$ cat src/logic/tcfm_regs.svh
// Register offsets, field positions, reset values and timings of the fault monitor
// Functional notes
// - Red-fail time 1350 ms with timing switch on, 850 ms with it off.
// - Watchdog fault time 1.0 s with switch on, 1.5 s with it off.
// - Brown-out qualified after 400 ms with option on; off value is adjustable.
// - Without retention, a power event clears a latched watchdog fault.
// - With retention, watchdog fault survives power events until a panel, remote or command reset.
// - Relay-common sense follows the input level, inverted when polarity option set.
// - Red interface cable removal latches a fault and forces flashing.
// - Either red-fail inhibit input suppresses only red-failure monitoring.
// - Inhibit input active after 550 ms high; low drops it at once.
// - Red input qualified on after 500 ms high; low drops it at once.
// - Green or yellow qualified on after 500 ms high; low drops it at once.
// - Any fault triggers; trigger holds until panel, remote or command reset, or a power event clears a lone unretained watchdog fault.
// - Dark channel beyond the selected red-fail time triggers a red failure.
// - Dark periods shorter than 350 ms never trigger red failure; the 500 ms on delay of relit red counts as dark.
// - Red-failure checking per channel, only where its enable bit is set.
// - Red-fail monitoring needs permit active, no inhibit, relay common inactive.
// - Yellow missing or shorter than 2.7 s after green raises clearance fault.
// - 54 status indicators: red, yellow, green for each of 18 channels.
// - Indications captured at trigger are held until the monitor is reset.
`ifndef TCFM_REGS_SVH
`define TCFM_REGS_SVH

`define TCFM_CLK_PERIOD_NS 40
`define TCFM_TICK_PERIOD_NS 1000000

`define TCFM_FIELD_ON_MS 12'd500
`define TCFM_INHIBIT_ON_MS 12'd550
`define TCFM_RF_LONG_MS 12'd1350
`define TCFM_RF_SHORT_MS 12'd850
`define TCFM_WDT_SHORT_MS 12'd1000
`define TCFM_WDT_LONG_MS 12'd1500
`define TCFM_BO_ON_MS 12'd400
`define TCFM_BO_OFF_MS_DFLT 12'd400
`define TCFM_YEL_MIN_MS 12'd2700

`define TCFM_CTRL_OFS 12'h000
`define TCFM_RF_EN_OFS 12'h004
`define TCFM_CLR_EN_OFS 12'h008
`define TCFM_STATUS_OFS 12'h00C
`define TCFM_FAULT_CH_OFS 12'h010

`define TCFM_CTRL_RFT 0
`define TCFM_CTRL_WDT 1
`define TCFM_CTRL_BO 2
`define TCFM_CTRL_RETAIN 3
`define TCFM_CTRL_POL 4
`define TCFM_CTRL_RESET 8

`define TCFM_CTRL_RST 5'h00
`define TCFM_RF_EN_RST 18'h3FFFF
`define TCFM_CLR_EN_RST 18'h3FFFF

`endif

$ cat src/logic/tcfm_pkg.sv
// Types shared by the fault monitor
`default_nettype none
package tcfm_pkg;
    typedef logic [11:0] tcfm_ms_t;
    typedef enum logic [1:0] {CLR_IDLE, CLR_GREEN, CLR_WAIT, CLR_YELLOW} tcfm_clr_state_t;
endpackage
`default_nettype wire

$ cat src/logic/tcfm_monitor.sv
// Fault detection, latching and indication core with APB registers
`timescale 1ns/1ps
`default_nettype none
`include "tcfm_regs.svh"
module tcfm_monitor #(
    parameter int CHANNELS = 18,
    parameter int TICK_CYCLES = `TCFM_TICK_PERIOD_NS / `TCFM_CLK_PERIOD_NS,
    parameter tcfm_pkg::tcfm_ms_t BO_OFF_MS = `TCFM_BO_OFF_MS_DFLT
) (
    input wire logic REF_CLK_I,
    input wire logic NRST_I,
    input wire logic [11:0] PADDR_I,
    input wire logic PSEL_I,
    input wire logic PENABLE_I,
    input wire logic PWRITE_I,
    input wire logic [31:0] PWDATA_I,
    output logic [31:0] PRDATA_O,
    output logic PREADY_O,
    output logic PSLVERR_O,
    input wire logic [CHANNELS-1:0] RED_I,
    input wire logic [CHANNELS-1:0] YEL_I,
    input wire logic [CHANNELS-1:0] GRN_I,
    input wire logic RED_FAIL_INHIBIT1_I,
    input wire logic RED_FAIL_INHIBIT2_I,
    input wire logic RED_PERMIT_I,
    input wire logic RELAY_COMMON_INPUT_I,
    input wire logic RED_INTERFACE_CABLE_I,
    input wire logic AC_OK_I,
    input wire logic WATCHDOG_I,
    input wire logic PANEL_RESET_I,
    input wire logic REMOTE_RESET_I,
    output logic [CHANNELS-1:0] LED_RED_O,
    output logic [CHANNELS-1:0] LED_YEL_O,
    output logic [CHANNELS-1:0] LED_GRN_O,
    output logic TRIGGERED_O,
    output logic FLASH_O
);
    localparam int NQ = 3 * CHANNELS + 2;
    localparam int NP = NQ + 7;
    localparam int TW = $clog2(TICK_CYCLES);
    // Cable and AC sense idle high, so release from reset raises no false fault
    localparam logic [NP-1:0] PIN_IDLE = {3'b000, 2'b11, {(NQ + 2){1'b0}}};

    // Advance a millisecond count on the tick, saturating at its limit
    function automatic tcfm_pkg::tcfm_ms_t sat_tick(input tcfm_pkg::tcfm_ms_t cnt,
                                                    input tcfm_pkg::tcfm_ms_t lim,
                                                    input logic tk);
        sat_tick = (tk && cnt < lim) ? cnt + 12'h001 : cnt;
    endfunction

    // Synchronisers; stage one feeds only stage two
    logic [NP-1:0] pin_meta;
    logic [NP-1:0] pin_s;
    always_ff @(posedge REF_CLK_I or negedge NRST_I)
    begin
        if (!NRST_I)
        begin
            pin_meta <= PIN_IDLE;
            pin_s <= PIN_IDLE;
        end
        else
        begin
            pin_meta <= {REMOTE_RESET_I, PANEL_RESET_I, WATCHDOG_I, AC_OK_I,
                         RED_INTERFACE_CABLE_I, RELAY_COMMON_INPUT_I, RED_PERMIT_I,
                         RED_FAIL_INHIBIT2_I, RED_FAIL_INHIBIT1_I, GRN_I, YEL_I, RED_I};
            pin_s <= pin_meta;
        end
    end

    logic red_en_s;
    logic rc_level_s;
    logic cable_s;
    logic ac_ok_s;
    logic wdt_s;
    logic ext_reset_s;
    assign red_en_s = pin_s[NQ];
    assign rc_level_s = pin_s[NQ+1];
    assign cable_s = pin_s[NQ+2];
    assign ac_ok_s = pin_s[NQ+3];
    assign wdt_s = pin_s[NQ+4];
    assign ext_reset_s = pin_s[NQ+5] | pin_s[NQ+6];

    // Millisecond tick
    logic [TW-1:0] tick_cnt;
    logic tick;
    always_ff @(posedge REF_CLK_I or negedge NRST_I)
    begin
        if (!NRST_I)
        begin
            tick_cnt <= '0;
            tick <= 1'b0;
        end
        else
        begin
            tick <= (tick_cnt == TW'(TICK_CYCLES - 1));
            tick_cnt <= (tick_cnt == TW'(TICK_CYCLES - 1)) ? '0 : tick_cnt + 1'b1;
        end
    end

    // Registers
    logic [4:0] ctrl;
    logic [CHANNELS-1:0] rf_en;
    logic [CHANNELS-1:0] clr_en;
    logic cmd_reset;
    logic apb_wr;
    assign apb_wr = PSEL_I & PENABLE_I & PREADY_O & PWRITE_I;

    // Duration qualification of field and inhibit inputs
    tcfm_pkg::tcfm_ms_t qcnt [NQ];
    logic [NQ-1:0] q;
    always_ff @(posedge REF_CLK_I or negedge NRST_I)
    begin
        if (!NRST_I)
        begin
            for (int i = 0; i < NQ; i++)
                qcnt[i] <= '0;
            q <= '0;
        end
        else
        begin
            for (int i = 0; i < NQ; i++)
            begin
                if (!pin_s[i])
                begin
                    // Low input is below the off level: drops at once
                    qcnt[i] <= '0;
                    q[i] <= 1'b0;
                end
                else if (i < 3 * CHANNELS)
                begin
                    qcnt[i] <= sat_tick(qcnt[i], `TCFM_FIELD_ON_MS, tick);
                    q[i] <= (qcnt[i] >= `TCFM_FIELD_ON_MS);
                end
                else
                begin
                    qcnt[i] <= sat_tick(qcnt[i], `TCFM_INHIBIT_ON_MS, tick);
                    q[i] <= (qcnt[i] >= `TCFM_INHIBIT_ON_MS);
                end
            end
        end
    end

    logic [CHANNELS-1:0] red_q;
    logic [CHANNELS-1:0] yel_q;
    logic [CHANNELS-1:0] grn_q;
    logic inhibit;
    logic rc_active;
    assign red_q = q[CHANNELS-1:0];
    assign yel_q = q[2*CHANNELS-1:CHANNELS];
    assign grn_q = q[3*CHANNELS-1:2*CHANNELS];
    assign inhibit = q[NQ-2] | q[NQ-1];
    assign rc_active = rc_level_s ^ ctrl[`TCFM_CTRL_POL];

    // Brown-out qualification
    tcfm_pkg::tcfm_ms_t bo_cnt;
    tcfm_pkg::tcfm_ms_t bo_lim;
    logic bo_active;
    logic bo_prev;
    logic power_evt;
    assign bo_lim = ctrl[`TCFM_CTRL_BO] ? `TCFM_BO_ON_MS : BO_OFF_MS;
    assign power_evt = bo_active & ~bo_prev;
    always_ff @(posedge REF_CLK_I or negedge NRST_I)
    begin
        if (!NRST_I)
        begin
            bo_cnt <= '0;
            bo_active <= 1'b0;
            bo_prev <= 1'b0;
        end
        else
        begin
            bo_prev <= bo_active;
            if (ac_ok_s)
            begin
                bo_cnt <= '0;
                bo_active <= 1'b0;
            end
            else
            begin
                bo_cnt <= sat_tick(bo_cnt, bo_lim, tick);
                bo_active <= (bo_cnt >= bo_lim);
            end
        end
    end

    // Red failure timing per channel
    tcfm_pkg::tcfm_ms_t rf_cnt [CHANNELS];
    tcfm_pkg::tcfm_ms_t rf_lim;
    logic rf_mon;
    logic [CHANNELS-1:0] rf_hit;
    // One switch sets the window for every channel
    assign rf_lim = ctrl[`TCFM_CTRL_RFT] ? `TCFM_RF_LONG_MS : `TCFM_RF_SHORT_MS;
    assign rf_mon = red_en_s & ~inhibit & ~rc_active & ~bo_active;
    always_ff @(posedge REF_CLK_I or negedge NRST_I)
    begin
        if (!NRST_I)
        begin
            for (int i = 0; i < CHANNELS; i++)
                rf_cnt[i] <= '0;
        end
        else
        begin
            for (int i = 0; i < CHANNELS; i++)
            begin
                if (!rf_mon || !rf_en[i] || red_q[i] || yel_q[i] || grn_q[i])
                    rf_cnt[i] <= '0;
                else
                    rf_cnt[i] <= sat_tick(rf_cnt[i], rf_lim, tick);
            end
        end
    end
    always_comb
    begin
        for (int i = 0; i < CHANNELS; i++)
            rf_hit[i] = (rf_cnt[i] >= rf_lim);
    end

    // Clearance (short or missing yellow) per channel
    tcfm_pkg::tcfm_clr_state_t clr_st [CHANNELS];
    tcfm_pkg::tcfm_ms_t ycnt [CHANNELS];
    logic [CHANNELS-1:0] clr_hit;
    logic clr_mon;
    assign clr_mon = red_en_s & ~rc_active & ~bo_active;
    always_ff @(posedge REF_CLK_I or negedge NRST_I)
    begin
        if (!NRST_I)
        begin
            for (int i = 0; i < CHANNELS; i++)
            begin
                clr_st[i] <= tcfm_pkg::CLR_IDLE;
                ycnt[i] <= '0;
            end
            clr_hit <= '0;
        end
        else
        begin
            for (int i = 0; i < CHANNELS; i++)
            begin
                clr_hit[i] <= 1'b0;
                if (!clr_mon || !clr_en[i])
                    clr_st[i] <= tcfm_pkg::CLR_IDLE;
                else
                begin
                    case (clr_st[i])
                        tcfm_pkg::CLR_IDLE:
                            if (grn_q[i])
                                clr_st[i] <= tcfm_pkg::CLR_GREEN;
                        tcfm_pkg::CLR_GREEN:
                            if (!grn_q[i])
                                clr_st[i] <= tcfm_pkg::CLR_WAIT;
                        tcfm_pkg::CLR_WAIT:
                        begin
                            ycnt[i] <= '0;
                            if (yel_q[i])
                                clr_st[i] <= tcfm_pkg::CLR_YELLOW;
                            else if (red_q[i])
                            begin
                                clr_hit[i] <= 1'b1;
                                clr_st[i] <= tcfm_pkg::CLR_IDLE;
                            end
                            else if (grn_q[i])
                                clr_st[i] <= tcfm_pkg::CLR_GREEN;
                        end
                        tcfm_pkg::CLR_YELLOW:
                        begin
                            // Qualified time lags the lamp by the on delay
                            ycnt[i] <= sat_tick(ycnt[i], `TCFM_YEL_MIN_MS - `TCFM_FIELD_ON_MS,
                                                tick);
                            if (!yel_q[i])
                            begin
                                clr_hit[i] <= (ycnt[i] < `TCFM_YEL_MIN_MS - `TCFM_FIELD_ON_MS);
                                clr_st[i] <= tcfm_pkg::CLR_IDLE;
                            end
                        end
                        default:
                            clr_st[i] <= tcfm_pkg::CLR_IDLE;
                    endcase
                end
            end
        end
    end

    // Watchdog timing
    tcfm_pkg::tcfm_ms_t wdt_cnt;
    tcfm_pkg::tcfm_ms_t wdt_lim;
    logic wdt_prev;
    logic wdt_hit;
    assign wdt_lim = ctrl[`TCFM_CTRL_WDT] ? `TCFM_WDT_SHORT_MS : `TCFM_WDT_LONG_MS;
    assign wdt_hit = (wdt_cnt >= wdt_lim);
    always_ff @(posedge REF_CLK_I or negedge NRST_I)
    begin
        if (!NRST_I)
        begin
            wdt_cnt <= '0;
            wdt_prev <= 1'b0;
        end
        else
        begin
            wdt_prev <= wdt_s;
            if (wdt_s != wdt_prev || bo_active)
                wdt_cnt <= '0;
            else
                wdt_cnt <= sat_tick(wdt_cnt, wdt_lim, tick);
        end
    end

    // Latched faults; a new event wins over a clear in the same cycle
    logic any_reset;
    logic flt_red;
    logic flt_clr;
    logic flt_wdt;
    logic flt_cable;
    logic flt_any;
    logic [CHANNELS-1:0] fault_ch;
    assign any_reset = ext_reset_s | cmd_reset;
    assign flt_any = flt_red | flt_clr | flt_wdt | flt_cable;
    always_ff @(posedge REF_CLK_I or negedge NRST_I)
    begin
        if (!NRST_I)
        begin
            flt_red <= 1'b0;
            flt_clr <= 1'b0;
            flt_wdt <= 1'b0;
            flt_cable <= 1'b0;
            fault_ch <= '0;
        end
        else
        begin
            if (|rf_hit)
                flt_red <= 1'b1;
            else if (any_reset)
                flt_red <= 1'b0;
            if (|clr_hit)
                flt_clr <= 1'b1;
            else if (any_reset)
                flt_clr <= 1'b0;
            if (!cable_s)
                flt_cable <= 1'b1;
            else if (any_reset)
                flt_cable <= 1'b0;
            if (wdt_hit)
                flt_wdt <= 1'b1;
            else if (any_reset || (power_evt && !ctrl[`TCFM_CTRL_RETAIN]))
                flt_wdt <= 1'b0;
            if (any_reset)
                fault_ch <= rf_hit | clr_hit;
            else
                fault_ch <= fault_ch | rf_hit | clr_hit;
        end
    end

    // Indicators follow live state until a trigger, then freeze
    always_ff @(posedge REF_CLK_I or negedge NRST_I)
    begin
        if (!NRST_I)
        begin
            LED_RED_O <= '0;
            LED_YEL_O <= '0;
            LED_GRN_O <= '0;
            TRIGGERED_O <= 1'b0;
            FLASH_O <= 1'b0;
        end
        else
        begin
            if (!flt_any)
            begin
                LED_RED_O <= red_q;
                LED_YEL_O <= yel_q;
                LED_GRN_O <= grn_q;
            end
            TRIGGERED_O <= flt_any;
            FLASH_O <= flt_any | bo_active;
        end
    end

    // APB slave: zero wait state, answer registered in the setup cycle
    logic setup;
    logic mapped;
    logic [31:0] rdata;
    assign setup = PSEL_I & ~PENABLE_I;
    always_comb
    begin
        mapped = 1'b1;
        rdata = 32'h00000000;
        case (PADDR_I)
            `TCFM_CTRL_OFS:
                rdata = {27'h0000000, ctrl};
            `TCFM_RF_EN_OFS:
                rdata = 32'(rf_en);
            `TCFM_CLR_EN_OFS:
                rdata = 32'(clr_en);
            `TCFM_STATUS_OFS:
                rdata = {24'h000000, rf_mon, rc_active, bo_active, flt_cable, flt_wdt,
                         flt_clr, flt_red, flt_any};
            `TCFM_FAULT_CH_OFS:
                rdata = 32'(fault_ch);
            default:
                mapped = 1'b0;
        endcase
    end
    always_ff @(posedge REF_CLK_I or negedge NRST_I)
    begin
        if (!NRST_I)
        begin
            PREADY_O <= 1'b0;
            PSLVERR_O <= 1'b0;
            PRDATA_O <= 32'h00000000;
        end
        else
        begin
            PREADY_O <= setup;
            PSLVERR_O <= setup & ~mapped;
            PRDATA_O <= (setup && !PWRITE_I && mapped) ? rdata : 32'h00000000;
        end
    end
    always_ff @(posedge REF_CLK_I or negedge NRST_I)
    begin
        if (!NRST_I)
        begin
            ctrl <= `TCFM_CTRL_RST;
            rf_en <= `TCFM_RF_EN_RST;
            clr_en <= `TCFM_CLR_EN_RST;
            cmd_reset <= 1'b0;
        end
        else
        begin
            cmd_reset <= 1'b0;
            if (apb_wr && PADDR_I == `TCFM_CTRL_OFS)
            begin
                ctrl <= PWDATA_I[4:0];
                cmd_reset <= PWDATA_I[`TCFM_CTRL_RESET];
            end
            if (apb_wr && PADDR_I == `TCFM_RF_EN_OFS)
                rf_en <= PWDATA_I[CHANNELS-1:0];
            if (apb_wr && PADDR_I == `TCFM_CLR_EN_OFS)
                clr_en <= PWDATA_I[CHANNELS-1:0];
        end
    end
endmodule
`default_nettype wire

$ cat config.mk
export PLATFORM = sky130hd
export DESIGN_NAME = tcfm_monitor
export DESIGN_NICKNAME = d
export VERILOG_FILES = /design/src/logic/tcfm_pkg.sv /design/src/logic/tcfm_monitor.sv
export VERILOG_INCLUDE_DIRS = /design/src /design/src/logic
export SDC_FILE = /design/constraint.sdc
export NUM_CORES = 2
export LEC_CHECK = 0
export BUFFER_PORTS_ARGS = -buffer_cell sky130_fd_sc_hd__buf_2
export CAP_MARGIN = 40
export CORE_MARGIN = 8
export CORE_UTILIZATION = 63
export CTS_CLUSTER_DIAMETER = 200
export CTS_CLUSTER_SIZE = 16
export DETAILED_ROUTE_END_ITERATION = 16
export PLACE_DENSITY_LB_ADDON = 0.2
export SYNTH_ARGS = -nofsm -noshare
export SYNTH_HDL_FRONTEND = slang
export SYNTH_SLANG_ARGS = --single-unit
$ cat constraint.sdc
create_clock -name REF_CLK_I -period 4.25 [get_ports REF_CLK_I]
set_input_delay 0.85 -clock REF_CLK_I [delete_from_list [all_inputs] [get_ports REF_CLK_I]]
set_output_delay 0.85 -clock REF_CLK_I [all_outputs]
set_load 0.02 [all_outputs]
==> summary.txt <==
Run status
  • Outcome: finished, final reports clean

Global routing
  • Largest net degree at the start of global routing: ~100
  • Vias in the first global route: 50.7k
  • GRT Residual Overflow: 0
  • Antenna violations before repair: 15
  • Global-route wire length before repair: around 260000 microns
  • GRT Total Usage: 24.2%

Synthesis
  • Synthesis Warnings: 0
  • Top_reg_cell synth: dfrtp_1
  • Post-synth top area share: 50.5%
  • Register area share after synthesis: slightly above 50%
  • Syn_area_per_cell: 10.5 sq um
  • Yosys cell types: 89
  • Synth area leaders: dfrtp_1, and2_1, xnor2_1
  • Post-synthesis instance area: about 73000 sq um
  • Mapped Cells: 7006
  • Biggest area consumer among synthesized cells: dfrtp_1
  • EDFF count, synth: 0
  • Asr flop ratio synth: 100%
  • Flops & latches, synth: 1523

Worst setup path
  • Crit path required time: 4.88 ns
  • Reg2Reg Setup Slack: 0.88 ns
  • Startpoint Class: flip-flop
  • CP Capture Type: flip-flop
  • Critical Path Sink: rf_cnt[57]$_DFFE_PN0P_
  • CP Class: flip-flop to flip-flop
  • Worst r2r src: ctrl[0]$_DFFE_PN0P_
  • R2R cell count: 9
  • Worst endpoint data arrival time: 4.00 ns
  • Worst Path Max Fanout: 28
  • R2R Path End: rf_cnt[57]$_DFFE_PN0P_
  • Crit path from: ctrl[0]$_DFFE_PN0P_

STA
  • Final hold viol count: 0
  • RSZ-0062 raised after global routing: no
  • FMAX: 297 MHz
  • Worst slew pin tran: 0.940 ns
  • Setup violators final: 0
  • Clock Skews: 0.0325 ns
  • Max Transition Viols Final: 0
  • Final period util: 79.2%
  • Slew HR: 37.3%
  • Post-layout minimum cycle time: 3.37 ns
  • Sum of negative setup slack: 0 ns

Clocking
  • CTS max path bufs: 3
  • Num CTS Buffers: approximately 110
  • Reg clk slew, reported paths: 0.08 ns
  • H-tree lvl count: 3
  • Post-CTS sizing: 0
  • CTS tree: yes
  • Clk sinks: around 1.5k
  • Root buf cell: clkbuf_16
  • Clk_lat worst skew: about 0.71 ns
  • Hold buffer count at CTS: 0
  • Setup Buffers After CTS: 0

Job
  • Max-cap check violation count: 0

Finish
  • Share of cells above drive strength 1: 8.62%
  • Finished Layout Cells: approximately 9k
  • Layout Nets: 7525
  • Fillcell total: 8647
  • Final core occ: 68.4%
  • Area delta synth->final: 7.85%
  • Final instance area: 79200 sq um

Detailed routing
  • Via count: approximately 52k
  • DRC Markers: 0
  • DR WL/cell: 17.6 microns
  • DRT antenna net count: 0
  • Drt via density: approximately 5.9
  • Initial drt markers: 3909
  • WL final: 155000 microns
  • First-pass detailed-route iteration total: 6

Placement
  • Placed Instances: between 8k and 9k
  • Area of placed instances: 76200 sq um
  • Dpl hpwl: 107000 microns
  • GPL Wtd Cong: 0.890
  • # port buffers: approximately 170

Die
  • Starting Density: 63.4%
  • Die Height: ~360 microns
  • Chip Width: 357 microns
  • Rows: between 100 and 150
  • Die area: roughly 130000 sq um
  • Io pins: 202
  • Core ar.: roughly 120000 sq um

Power
  • Peak supply drop: approximately 0.0004 V
  • Sw Ratio: 21.7%
  • Static leakage: approximately 36 nW
  • Total power draw: 0.0247 W
  • Sequential fraction of design power: 59.3%
  • Power density over the cells: 312 nW/um^2
  • Psw: between 0.005 and 0.006 W
  • Pint: approximately 0.019 W
  • Combinational share of power: under 10%
  • Share of power burned in the clock network: 38.6%

Min path
  • HP Class: input pin to async pin
==> through the flow <==
| stage | hold WS (ns) | setup WS, ns |
|---|---|---|
| CTS | 0.127 | 0.915 |
| detailed placement | 0.335 | 0.932 |
| global route | 0.155 | 0.670 |
| floorplan | 0.331 | 0.384 |
| finish | 0.0519 | 0.885 |
| global placement | 0.332 | 1.03 |
==> layer usage <==
layer  share of wire, %  global-route usage, %  up-vias
met5              0.022                      0        -
met4                2.6                   6.30        6
met3                5.7                   4.32      251
met2                 46                   38.8     1038
met1                 46                   34.4    25558
li1                   -                      -    24800
==> power groups by stage <==
stage,sequential [W],clock (W),combinational [W]
6_report,0.0147,0.00954,0.000514
2_1_floorplan,0.0149,0,0.000143
4_1_cts,0.0147,0.00982,0.000536
3_3_place_gp,0.0149,0,0.000529
5_1_grt,0.0147,0.0103,0.000588
3_5_place_dp,0.0149,0,0.000535
==> state kept, by name (all words and copies together) (netlist names), 36 cells and up <==
register,cells
pin_meta,63
qcnt,672
q,56
rf_cnt,216
pin_s,63
ycnt,216
clr_st,36
==> cells by family (layout without fill, tap and decap cells) <==
kind of cell               count (synthesis)  after routing  synth area share, %
xor gates and xnor gates                 610            610                 7.27
and+or+nand+nor                         2730           2730                 19.7
DFF                                     1523           1523                 51.9
other                                      1             21              0.00510
AOI/OAI and AO/OA                       1236           1236                 11.8
buffers and inverters                    516            740                 2.79
adders and majority gates                248            248                 4.22
muxes                                    142            142                 2.21
==> cell type report <==
| cell class | count | area, sq um | share of cell area (%) |
|---|---|---|---|
| flip-flops and latches | 1523 | 38200 | 48.2 |
| well taps | 1524 | 1910 | 2.41 |
| clock buffers | 181 | 2930 | 3.70 |
| repair buffers | 243 | 1640 | 2.07 |
| diodes | 7 | 17.5 | 0.0221 |
| inverters | 312 | 1170 | 1.48 |
| multi-input cells | 4980 | 33300 | 42.1 |
| clock inverters | 4 | 50.0 | 0.0632 |
==> cells in the final DEF (no fill, tap or decap), drive strengths merged, types with 14 or more instances in the layout <==
cell	synthesis	final
xnor2	399	399
and3	142	142
a31oi	83	83
dfrtp	1483	1483
a21boi	50	50
nor3	145	145
nand4b	14	14
or2	49	49
and2	563	563
ha	248	248
or3	89	89
o211ai	54	54
inv	312	314
o2111ai	43	43
mux2	122	122
xor2	211	211
a211o	38	38
a21oi	215	215
a2111oi	61	61
nor4b	22	22
a211oi	109	109
dfstp	40	40
o31ai	37	37
o311a	17	17
nand2	448	448
a22o	91	91
nor2	556	556
nor4	41	41
nor2b	146	146
conb	1	14
clkbuf	150	181
nand4	176	176
or4	32	32
o21ai	297	297
and4	46	46
nand3	221	221
mux2i	16	16
o211a	20	20
o21a	51	51
buf	54	243
==> cell usage after synthesis (25+ instances only) <==
cell,n
a21boi_0,47
a211oi_1,107
a31oi_1,83
and2_1,563
nor4_1,38
nor2b_1,146
xor2_1,211
dfrtp_1,1483
nor2_1,555
nand2_1,448
o21ai_0,265
inv_1,312
nand4_1,173
xnor2_1,399
and3_1,141
o21ai_1,27
or4_1,32
ha_1,248
nand3_1,221
o2111ai_1,43
o21a_1,50
a21oi_1,209
and4_1,46
nor3_1,144
a2111oi_0,25
buf_2,30
o211ai_1,54
dfstp_2,40
a211o_1,38
or3_1,89
mux2_2,119
a22o_1,90
or2_2,34
clkbuf_1,150
o31ai_1,37
==> how the worst min path moves through the flow <==
| stage | start | endpoint | slack, ns | cells past startpoint |
|---|---|---|---|---|
| 2_1_floorplan | pin_meta[0]$_DFF_PN0_ | pin_s[0]$_DFF_PN0_ | 0.33 | 0 |
| 3_3_place_gp | pin_meta[38]$_DFF_PN0_ | pin_s[38]$_DFF_PN0_ | 0.33 | 0 |
| 3_5_place_dp | pin_meta[13]$_DFF_PN0_ | pin_s[13]$_DFF_PN0_ | 0.33 | 0 |
| 4_1_cts | NRST_I | qcnt[124]$_DFFE_PN0P_ | 0.13 | 1 |
| 5_1_grt | NRST_I | qcnt[125]$_DFFE_PN0P_ | 0.15 | 1 |
| 6_report | NRST_I | qcnt[125]$_DFFE_PN0P_ | 0.05 | 1 |
==> worst max-delay path: stages, from the launching register on <==
cell	delay, ns
dfrtp_2	0.41
inv_2	0.65
buf_4	0.29
ha_1	0.26
a211oi_1	0.33
nand2_1	0.13
a2111oi_1	0.75
nand3_1	0.17
xor2_1	0.17
nor2_1	0.11
Note: power is estimated with default switching activity, not from simulation.
